===== src/arp_params.svh =====
// Constants for the answer-to-reset parameter decoder
`ifndef ARP_PARAMS_SVH
`define ARP_PARAMS_SVH
`define ARP_AXI_AW 8
`define ARP_OFS_CTRL 8'h00
`define ARP_OFS_STATUS 8'h04
`define ARP_OFS_PARAM0 8'h08
`define ARP_OFS_PARAM1 8'h0C
`define ARP_OFS_FACTOR 8'h10
`define ARP_CTRL_RST 8'h11
`define ARP_RESP_OK 2'b00
`define ARP_RESP_ERR 2'b10
`define ARP_FD 12'h174
`define ARP_DD 6'h01
`define ARP_CODE_DFLT 4'h1
`define ARP_T0 4'h0
`define ARP_T1 4'h1
`define ARP_T15 4'hF
`define ARP_IDX_ONE 4'h1
`define ARP_IDX_TWO 4'h2
`define ARP_IDX_MAX 4'hF
`define ARP_N_SAME 8'hFF
`define ARP_GAP_STD 4'hC
`define ARP_GAP_T1 4'hB
`define ARP_PI1_MIN 5'h05
`define ARP_PI1_MAX 5'h19
`define ARP_PI2_MIN 8'h32
`define ARP_PI2_MAX 8'hFA
`define ARP_DV_DFLT 8'h32
`define ARP_DV_PER_V 8'h0A
`define ARP_MA_25 6'h19
`define ARP_MA_50 6'h32
`define ARP_UI_A 6'h01
`define ARP_UI_AB 6'h03
`define ARP_ERR_FI 0
`define ARP_ERR_DI 1
`define ARP_ERR_II 2
`define ARP_ERR_UI 3
`define ARP_ERR_TCK 4
`endif


===== src/arp_pkg.sv =====
// Types for the answer-to-reset parameter decoder
package arp_pkg;
  typedef enum logic [2:0] {
    ST_IDLE, ST_FMT, ST_IF, ST_HIST, ST_TCK, ST_DONE
  } arp_state_e;

  typedef struct packed {
    logic [7:0] awaddr;
    logic awvalid;
    logic [31:0] wdata;
    logic [3:0] wstrb;
    logic wvalid;
    logic bready;
    logic [7:0] araddr;
    logic arvalid;
    logic rready;
  } arp_axil_req_s;

  typedef struct packed {
    logic awready;
    logic wready;
    logic [1:0] bresp;
    logic bvalid;
    logic arready;
    logic [31:0] rdata;
    logic [1:0] rresp;
    logic rvalid;
  } arp_axil_rsp_s;

  typedef struct packed {
    logic atr_done;
    logic mode_specific;
    logic pps_applied;
    logic [11:0] f;
    logic [5:0] d;
    logic [11:0] etu_cycles;
    logic [7:0] guard_n;
    logic q_use_fi;
    logic [3:0] min_gap_etu;
    logic vpp_conn;
    logic [7:0] vpp_dv;
    logic [5:0] ipp_ma;
    logic [1:0] clk_stop;
    logic [5:0] class_sup;
    logic [3:0] proto;
    logic error;
  } arp_out_s;

  typedef struct packed {
    arp_state_e st;
    logic [3:0] k;
    logic [3:0] hcnt;
    logic [3:0] pend;
    logic [3:0] idx;
    logic [3:0] tprev;
    logic t15;
    logic tck_need;
    logic xu_done;
    logic [7:0] xsum;
    logic [3:0] fi;
    logic [3:0] di;
    logic ta1;
    logic tb1;
    logic ta2;
    logic tb2;
    logic [1:0] ii;
    logic [4:0] pi1;
    logic [7:0] n;
    logic [7:0] ta2v;
    logic [7:0] pi2;
    logic [1:0] xi;
    logic [5:0] ui;
    logic [3:0] first_t;
    logic [4:0] err;
    logic pps_ok;
    logic [7:0] pps_fidi;
  } arp_parse_s;

  typedef struct packed {
    logic aw_held;
    logic [7:0] awaddr;
    logic w_held;
    logic [31:0] wdata;
    logic [3:0] wstrb;
    logic bvalid;
    logic [1:0] bresp;
    logic rvalid;
    logic [31:0] rdata;
    logic [1:0] rresp;
    logic [7:0] ctrl;
  } arp_bus_s;
endpackage


===== src/arp_decoder.sv =====
// Answer-to-reset tail and global parameter decoder with AXI4-Lite access
`timescale 1ns/10ps
`default_nettype none
`include "arp_params.svh"

module arp_decoder (
  input wire logic clk_i,
  input wire logic resetn_i,
  input wire arp_pkg::arp_axil_req_s axi_req_i,
  output arp_pkg::arp_axil_rsp_s axi_rsp_o,
  input wire logic atr_start_i,
  input wire logic warm_reset_i,
  input wire logic rx_valid_i,
  input wire logic [7:0] rx_byte_i,
  input wire logic pps_done_i,
  input wire logic [7:0] pps_fidi_i,
  output arp_pkg::arp_out_s out_o
);
  import arp_pkg::*;

  // ******************************************************
  // Factor decoding
  // ******************************************************
  function automatic logic [11:0] arp_f(input logic [3:0] c);
    case (c)
      4'h0, 4'h1: arp_f = 12'h174;
      4'h2: arp_f = 12'h22E;
      4'h3: arp_f = 12'h2E8;
      4'h4: arp_f = 12'h45C;
      4'h5: arp_f = 12'h5D0;
      4'h6: arp_f = 12'h744;
      4'h9: arp_f = 12'h200;
      4'hA: arp_f = 12'h300;
      4'hB: arp_f = 12'h400;
      4'hC: arp_f = 12'h600;
      4'hD: arp_f = 12'h800;
      default: arp_f = 12'h000;
    endcase
  endfunction

  function automatic logic [5:0] arp_d(input logic [3:0] c);
    case (c)
      4'h1: arp_d = 6'h01;
      4'h2: arp_d = 6'h02;
      4'h3: arp_d = 6'h04;
      4'h4: arp_d = 6'h08;
      4'h5: arp_d = 6'h10;
      4'h6: arp_d = 6'h20;
      4'h8: arp_d = 6'h0C;
      4'h9: arp_d = 6'h14;
      default: arp_d = 6'h00;
    endcase
  endfunction

  // State after the format byte or after interface bytes
  function automatic arp_state_e arp_after(input logic [3:0] k,
                                           input logic tck);
    if (k != 4'h0)
      arp_after = ST_HIST;
    else if (tck)
      arp_after = ST_TCK;
    else
      arp_after = ST_DONE;
  endfunction

  // ******************************************************
  // Parser
  // ******************************************************
  arp_parse_s p_q, p_d;
  arp_bus_s b_q, b_d;
  arp_out_s o_q, o_d;
  logic [7:0] rb;

  assign rb = rx_byte_i;

  always_comb
  begin
    p_d = p_q;
    if (warm_reset_i)
    begin
      p_d.st = ST_IDLE;
      p_d.ta2 = 1'b0;
      p_d.pps_ok = 1'b0;
    end
    else if (atr_start_i)
    begin
      p_d = '0;
      p_d.st = ST_FMT;
      p_d.fi = `ARP_CODE_DFLT;
      p_d.di = `ARP_CODE_DFLT;
      p_d.ui = `ARP_UI_A;
    end
    else if (rx_valid_i)
    begin
      case (p_q.st)
        ST_FMT:
        begin
          p_d.xsum = rb;
          p_d.k = rb[3:0];
          p_d.pend = rb[7:4];
          p_d.idx = `ARP_IDX_ONE;
          if (rb[7:4] == 4'h0)
            p_d.st = arp_after(rb[3:0], 1'b0);
          else
            p_d.st = ST_IF;
        end
        ST_IF:
        begin
          p_d.xsum = p_q.xsum ^ rb;
          if (p_q.pend[0])
          begin
            p_d.pend[0] = 1'b0;
            if (p_q.idx == `ARP_IDX_ONE)
            begin
              p_d.ta1 = 1'b1;
              p_d.fi = rb[7:4];
              p_d.di = rb[3:0];
              if (arp_f(rb[7:4]) == 12'h000)
                p_d.err[`ARP_ERR_FI] = 1'b1;
              if (arp_d(rb[3:0]) == 6'h00)
                p_d.err[`ARP_ERR_DI] = 1'b1;
            end
            else if (p_q.idx == `ARP_IDX_TWO)
            begin
              p_d.ta2 = 1'b1;
              p_d.ta2v = rb;
            end
            else if (p_q.tprev == `ARP_T15 && !p_q.xu_done)
            begin
              p_d.xu_done = 1'b1;
              p_d.xi = rb[7:6];
              p_d.ui = rb[5:0];
              if (rb[5:0] == 6'h00 || rb[5:0] > `ARP_UI_AB)
                p_d.err[`ARP_ERR_UI] = 1'b1;
            end
          end
          else if (p_q.pend[1])
          begin
            p_d.pend[1] = 1'b0;
            if (p_q.idx == `ARP_IDX_ONE)
            begin
              p_d.tb1 = 1'b1;
              p_d.ii = rb[6:5];
              p_d.pi1 = rb[4:0];
              if (rb[6])
                p_d.err[`ARP_ERR_II] = 1'b1;
            end
            else if (p_q.idx == `ARP_IDX_TWO)
            begin
              p_d.tb2 = 1'b1;
              p_d.pi2 = rb;
            end
          end
          else if (p_q.pend[2])
          begin
            p_d.pend[2] = 1'b0;
            if (p_q.idx == `ARP_IDX_ONE)
              p_d.n = rb;
          end
          else
          begin
            p_d.pend = rb[7:4];
            p_d.tprev = rb[3:0];
            if (p_q.idx == `ARP_IDX_ONE)
              p_d.first_t = rb[3:0];
            if (rb[3:0] != `ARP_T0)
              p_d.tck_need = 1'b1;
            if (rb[3:0] == `ARP_T15)
              p_d.t15 = 1'b1;
            if (p_q.idx != `ARP_IDX_MAX)
              p_d.idx = p_q.idx + 4'h1;
          end
          if (p_d.pend == 4'h0)
            p_d.st = arp_after(p_q.k, p_d.tck_need);
        end
        ST_HIST:
        begin
          p_d.xsum = p_q.xsum ^ rb;
          p_d.hcnt = p_q.hcnt + 4'h1;
          if (p_d.hcnt == p_q.k)
            p_d.st = p_q.tck_need ? ST_TCK : ST_DONE;
        end
        ST_TCK:
        begin
          p_d.xsum = p_q.xsum ^ rb;
          if ((p_q.xsum ^ rb) != 8'h00)
            p_d.err[`ARP_ERR_TCK] = 1'b1;
          p_d.st = ST_DONE;
        end
        default:
          p_d.st = p_q.st;
      endcase
    end
    if (pps_done_i && p_q.st == ST_DONE && !p_q.ta2)
    begin
      p_d.pps_ok = 1'b1;
      p_d.pps_fidi = pps_fidi_i;
    end
  end

  // ******************************************************
  // Selected factors and parameters
  // ******************************************************
  logic [3:0] f_code, d_code;
  logic [11:0] f_val;
  logic [5:0] d_val;

  always_comb
  begin
    f_code = `ARP_CODE_DFLT;
    d_code = `ARP_CODE_DFLT;
    if (p_q.st == ST_DONE)
    begin
      if (p_q.ta2)
      begin
        if (p_q.ta2v[4])
        begin
          f_code = b_q.ctrl[3:0];
          d_code = b_q.ctrl[7:4];
        end
        else
        begin
          f_code = p_q.fi;
          d_code = p_q.di;
        end
      end
      else if (p_q.pps_ok)
      begin
        f_code = p_q.pps_fidi[7:4];
        d_code = p_q.pps_fidi[3:0];
      end
    end
    f_val = arp_f(f_code);
    d_val = arp_d(d_code);
    if (f_val == 12'h000 || d_val == 6'h00)
    begin
      f_val = `ARP_FD;
      d_val = `ARP_DD;
    end
  end

  always_comb
  begin
    o_d = '0;
    o_d.atr_done = (p_q.st == ST_DONE);
    o_d.mode_specific = o_d.atr_done && p_q.ta2;
    o_d.pps_applied = o_d.atr_done && p_q.pps_ok;
    o_d.f = f_val;
    o_d.d = d_val;
    o_d.etu_cycles = f_val / {6'h00, d_val};
    o_d.guard_n = p_q.n;
    o_d.q_use_fi = p_q.t15;
    o_d.proto = p_q.ta2 ? p_q.ta2v[3:0] : p_q.first_t;
    o_d.min_gap_etu = `ARP_GAP_STD;
    if (p_q.n == `ARP_N_SAME && o_d.proto == `ARP_T1)
      o_d.min_gap_etu = `ARP_GAP_T1;
    if (p_q.tb2 && p_q.pi2 >= `ARP_PI2_MIN && p_q.pi2 <= `ARP_PI2_MAX)
    begin
      o_d.vpp_conn = 1'b1;
      o_d.vpp_dv = p_q.pi2;
    end
    else if (p_q.tb1)
    begin
      o_d.vpp_conn = (p_q.pi1 >= `ARP_PI1_MIN) &&
                     (p_q.pi1 <= `ARP_PI1_MAX);
      if (o_d.vpp_conn)
        o_d.vpp_dv = 8'({3'h0, p_q.pi1} * `ARP_DV_PER_V);
    end
    else if (!p_q.t15)
    begin
      o_d.vpp_conn = 1'b1;
      o_d.vpp_dv = `ARP_DV_DFLT;
    end
    if (p_q.tb1)
      o_d.ipp_ma = (p_q.ii == 2'b00) ? `ARP_MA_25 :
                   (p_q.ii == 2'b01) ? `ARP_MA_50 : 6'h00;
    else if (!p_q.t15)
      o_d.ipp_ma = `ARP_MA_50;
    o_d.clk_stop = p_q.xi;
    o_d.class_sup = p_q.ui;
    o_d.error = (p_q.err != 5'h00);
  end

  // ******************************************************
  // AXI4-Lite slave
  // ******************************************************
  logic wr_fire, rd_fire;

  assign wr_fire = b_q.aw_held && b_q.w_held && !b_q.bvalid;
  assign rd_fire = axi_req_i.arvalid && !b_q.rvalid;

  always_comb
  begin
    b_d = b_q;
    if (axi_req_i.awvalid && !b_q.aw_held)
    begin
      b_d.aw_held = 1'b1;
      b_d.awaddr = axi_req_i.awaddr;
    end
    if (axi_req_i.wvalid && !b_q.w_held)
    begin
      b_d.w_held = 1'b1;
      b_d.wdata = axi_req_i.wdata;
      b_d.wstrb = axi_req_i.wstrb;
    end
    if (b_q.bvalid && axi_req_i.bready)
      b_d.bvalid = 1'b0;
    if (wr_fire)
    begin
      b_d.aw_held = 1'b0;
      b_d.w_held = 1'b0;
      b_d.bvalid = 1'b1;
      b_d.bresp = `ARP_RESP_ERR;
      if (b_q.awaddr == `ARP_OFS_CTRL)
      begin
        b_d.bresp = `ARP_RESP_OK;
        if (b_q.wstrb[0])
          b_d.ctrl = b_q.wdata[7:0];
      end
      else if (b_q.awaddr == `ARP_OFS_STATUS ||
               b_q.awaddr == `ARP_OFS_PARAM0 ||
               b_q.awaddr == `ARP_OFS_PARAM1 ||
               b_q.awaddr == `ARP_OFS_FACTOR)
        b_d.bresp = `ARP_RESP_OK;
    end
    if (b_q.rvalid && axi_req_i.rready)
      b_d.rvalid = 1'b0;
    if (rd_fire)
    begin
      b_d.rvalid = 1'b1;
      b_d.rresp = `ARP_RESP_OK;
      case (axi_req_i.araddr)
        `ARP_OFS_CTRL:
          b_d.rdata = {24'h00_0000, b_q.ctrl};
        `ARP_OFS_STATUS:
          b_d.rdata = {16'h0000, p_q.k, 1'b0, p_q.st, p_q.err,
                       o_q.pps_applied, o_q.mode_specific, o_q.atr_done};
        `ARP_OFS_PARAM0:
          b_d.rdata = {p_q.fi, p_q.di, p_q.n, 9'h000, p_q.ii, p_q.pi1};
        `ARP_OFS_PARAM1:
          b_d.rdata = {p_q.pi2, p_q.xi, p_q.ui, p_q.ta2v, p_q.first_t,
                       p_q.t15, p_q.tck_need, p_q.ta2, p_q.tb2};
        `ARP_OFS_FACTOR:
          b_d.rdata = {o_q.etu_cycles, 2'h0, o_q.d, o_q.f};
        default:
        begin
          b_d.rdata = 32'h0000_0000;
          b_d.rresp = `ARP_RESP_ERR;
        end
      endcase
    end
  end

  always_ff @(posedge clk_i or negedge resetn_i)
  begin
    if (!resetn_i)
    begin
      p_q <= '0;
      b_q <= '0;
      b_q.ctrl <= `ARP_CTRL_RST;
      o_q <= '0;
    end
    else
    begin
      p_q <= p_d;
      b_q <= b_d;
      o_q <= o_d;
    end
  end

  assign out_o = o_q;
  assign axi_rsp_o.awready = !b_q.aw_held;
  assign axi_rsp_o.wready = !b_q.w_held;
  assign axi_rsp_o.bvalid = b_q.bvalid;
  assign axi_rsp_o.bresp = b_q.bresp;
  assign axi_rsp_o.arready = !b_q.rvalid;
  assign axi_rsp_o.rvalid = b_q.rvalid;
  assign axi_rsp_o.rdata = b_q.rdata;
  assign axi_rsp_o.rresp = b_q.rresp;
endmodule
`default_nettype wire


===== config.mk =====
export PLATFORM = sky130hd
export DESIGN_NAME = arp_decoder
export DESIGN_NICKNAME = d
export VERILOG_FILES = /design/src/arp_pkg.sv /design/src/arp_decoder.sv
export VERILOG_INCLUDE_DIRS = /design/src /design/src/src
export SDC_FILE = /design/constraint.sdc
export NUM_CORES = 1
export LEC_CHECK = 0
export BUFFER_PORTS_ARGS = -buffer_cell sky130_fd_sc_hd__buf_2
export CORE_ASPECT_RATIO = 1.4
export CORE_MARGIN = 2
export CORE_UTILIZATION = 55
export DETAILED_ROUTE_END_ITERATION = 7
export HOLD_SLACK_MARGIN = 0.05
export PLACE_DENSITY = 0.77
export SLEW_MARGIN = 0
export SYNTH_ARGS = -nofsm -noshare
export SYNTH_HDL_FRONTEND = slang
export SYNTH_SLANG_ARGS = --single-unit

===== constraint.sdc =====
create_clock -name clk_i -period 33 [get_ports clk_i]
set_input_delay 9.9 -clock clk_i [delete_from_list [all_inputs] [get_ports clk_i]]
set_output_delay 9.9 -clock clk_i [all_outputs]
set_load 0.005 [all_outputs]

==> results.py <==
metrics = {
    "status": {
        "status": "completed",
    },
    "place": {
        "post-place-ws_ps": 7030,
        "io_buffers": 162,
        "place.gp.congestion": 0.915,
        "dp_hpwl_um": 30000,
    },
    "layout": {
        "seq_area_um2": 5860,
        "drive_above_1_share_pct": 21.2,
        "final_core_util_pct": 61.0,
        "area_growth_pct": 9.97,
        "fill_cells": 2225,
        "nets": 1769,
        "multiInputGateArea_um2": 7690,
    },
    "clocking": {
        "cts_resized": 0,
        "clock_latency_ps": 520,
        "root_buffer": "clkbuf_16",
        "cts_tree": "built",
        "cts_hold_buf": 0,
        "clk_path_buf_depth": 3,
        "cts_setup_buffers": 0,
        "clk_pin_slew_worst_paths_ps": 70,
        "htreeDepth": 1,
        "clock_sinks": 234,
        "numCtsBuffers": 21,
    },
    "die": {
        "initial_core_util_pct": 55.5,
        "pin_count": 194,
        "die_w_um": 141,
        "die_h_um": 195,
        "die_area_um2": 27500,
        "rows": 70,
        "core_area_um2": 25900,
    },
    "routing": {
        "routedWlPerCell_um": 20.4,
        "viasPerCell": 6.15,
        "firstDrtPassIters": 7,
        "drtIter0Drc": 963,
        "ant_nets": 0,
        "drcViolationCount": 0,
        "vias": 12014,
        "drt-total-wl_um": 39800,
    },
    "timing": {
        "setup_violations": 0,
        "tns_ps": 0,
        "rsz0062_at_grt": "false",
        "clock_skew_ps": 27.3,
        "fin_crit_ps": 26540,
        "tightestPinTransition_ps": 1310,
        "finalMaxSlewViolations": 0,
        "min_period_over_period_pct": 80.4,
        "max_freq_ghz": 0.0377,
        "relSlewSlack_pct": 12.5,
        "finalHoldViolCount": 0,
        "fin_ws_ps": 6460,
        "holdWs_ps": 407,
    },
    "run": {
        "drv_cap": 0,
    },
    "logic_synthesis": {
        "synth_edf_count": 0,
        "ys_seq_elements": 234,
        "synthesis.area_um2": 14400,
        "synth_top_cell_area_share_pct": 40.4,
        "ys_top_cells_by_area": "dfrtp_1 (40%), mux2_2 (7.2%), ha_1 (6.6%)",
        "synth_top_area_cell": "dfrtp_1",
        "ys_seq_area_share_pct": 40.7,
        "synthFlopType": "dfrtp_1",
        "async_flop_share_pct": 100,
        "yosysUniqueCellTypes": 94,
        "syn_inst": 1525,
        "yosys_warnings": 0,
        "synth_area_per_cell_um2": 9.43,
    },
    "critical_path": {
        "critPathCaptureType": "register",
        "path_common_cell": "o21a_1",
        "startpoint_type": "register",
        "worst-setup-path-type": "reg -> reg",
        "cpPeakStageDelay_ps": 920,
        "worstPathMaxFanout": 20,
        "arrival_ps": 26920,
        "slowest_stage": "a222oi_1",
        "crit_required_ps": 33380,
    },
    "global_route": {
        "grt-ovfl-total": 0,
        "grt_pass1_wl_um": 62500,
        "grt_antenna_before_repair": 3,
        "grt_pass1_vias": 11654,
        "grt_usage_pct": 28.6,
        "grt_max_degree": 95,
    },
    "pwr": {
        "finalPower_mw": 0.782,
        "leakagePower_nw": 7.37,
        "ir_drop_uv": 31.9,
        "power_density_nw_per_um2": 49.4,
    },
    "hold_path": {
        "hold_path.class": "reg -> reg",
    },
}
cells by family after synthesis:
logic type	Yosys count	share of synthesized area [%]
AND/OR/NAND/NOR	485	15.8
AO/OA/AOI/OAI	386	18.1
flip-flops	234	40.7
buffers and inverters	173	5.94
multiplexers	135	10.6
adder cells (fa/ha/maj)	77	6.75
XOR/XNOR	33	2.01
other	2	0.0522
stage by stage:
stage | cell area, um^2 | instances
finish | 15800 | 1952
global route | 15800 | 1950
CTS | 15800 | 1950
detailed placement | 15100 | 1914
global placement | 15100 | 1914
floorplan | 14400 | 1528
where the power goes:
part           internal (mW)  total (mW)  switching (mW)
Sequential             0.327       0.364          0.0365
Combinational         0.0785       0.159          0.0805
Clock                  0.150       0.259           0.109
Total                  0.556       0.782           0.226
layout by cell type (no fill, tap or decap), types with 12 or more instances in the layout:
cell / n
dfrtp_1: 232
buf_2: 161
nand2_1: 148
nor2_1: 141
o21ai_0: 114
mux2_2: 92
a21oi_1: 77
ha_1: 76
inv_1: 58
nor3_1: 57
o21a_1: 38
mux2i_1: 35
nand3_1: 33
clkbuf_16: 21
a21o_1: 19
xnor2_1: 17
xor2_1: 16
a222oi_1: 15
nor2b_1: 14
and2_1: 12
or2_2: 12
nor4_1: 12
cell usage after synthesis, types with 14 or more instances:
master      n
ha_1       76
o21a_1     38
buf_4      44
a222oi_1   15
a21oi_1    77
xor2_1     16
nand3_1    33
clkbuf_1   51
inv_1      58
mux2_2     92
nand2_1   148
o21ai_0   115
xnor2_1    17
a21o_1     19
nor2_1    141
dfrtp_1   232
nor3_1     58
mux2i_1    35
nor2b_1    14
final timing paths:
check,start,end,slack (ps),cells after the start
max reg2reg,p_q[100]$_DFFE_PN0P_,out_o[41]$_DFF_PN0_,6460,110
min reg2reg,o_d[12]$_DFFE_PN0P_,out_o[12]$_DFF_PN0_,410,0
max in group asynchronous,resetn_i,out_o[58]$_DFF_PN0_,21350,3
min in group asynchronous,resetn_i,out_o[31]$_DFF_PN0_,9380,1
max,p_q[100]$_DFFE_PN0P_,out_o[41]$_DFF_PN0_,6460,110
min,o_d[12]$_DFFE_PN0P_,out_o[12]$_DFF_PN0_,410,0
sequential cells by signal (all words and copies together), names as in the netlist:
signal / count
b_q: 27
axi_rsp_o: 36
o_d: 17
out_o: 69
p_q: 85
cell type report:
| cell class | instances | area share (%) |
|---|---|---|
| Antenna cell | 2 | 0.0316 |
| Tap cell | 324 | 2.56 |
| Clock inverter | 10 | 0.870 |
| Clock buffer | 26 | 3.69 |
| Inverter | 63 | 1.51 |
| Timing Repair Buffer | 172 | 5.66 |
| Multi-Input combinational cell | 1121 | 48.6 |
| Sequential cell | 234 | 37.0 |
worst max-delay path: cells and delay by family, from the launching register on:
kind                       cells  cell delay [ps]
DFF                            1              780
and+or+nand+nor               32             7180
muxes                          1              330
AOI/OAI and AO/OA             59            12730
buffers and inverters          6             1610
adders and majority gates     12             3710
metal layers:
metal  track usage [%]  vias up  routed length, um  part of all wire (%)
li1                  -     5625                  -                     -
met1              34.5     5821              15400                    39
met2              50.1      448              19700                    49
met3              4.12      118               2460                   6.2
met4              14.0        2               2220                   5.6
met5                 0        -                 11                 0.028
No activity file was read; power rests on OpenSTA's default activity.
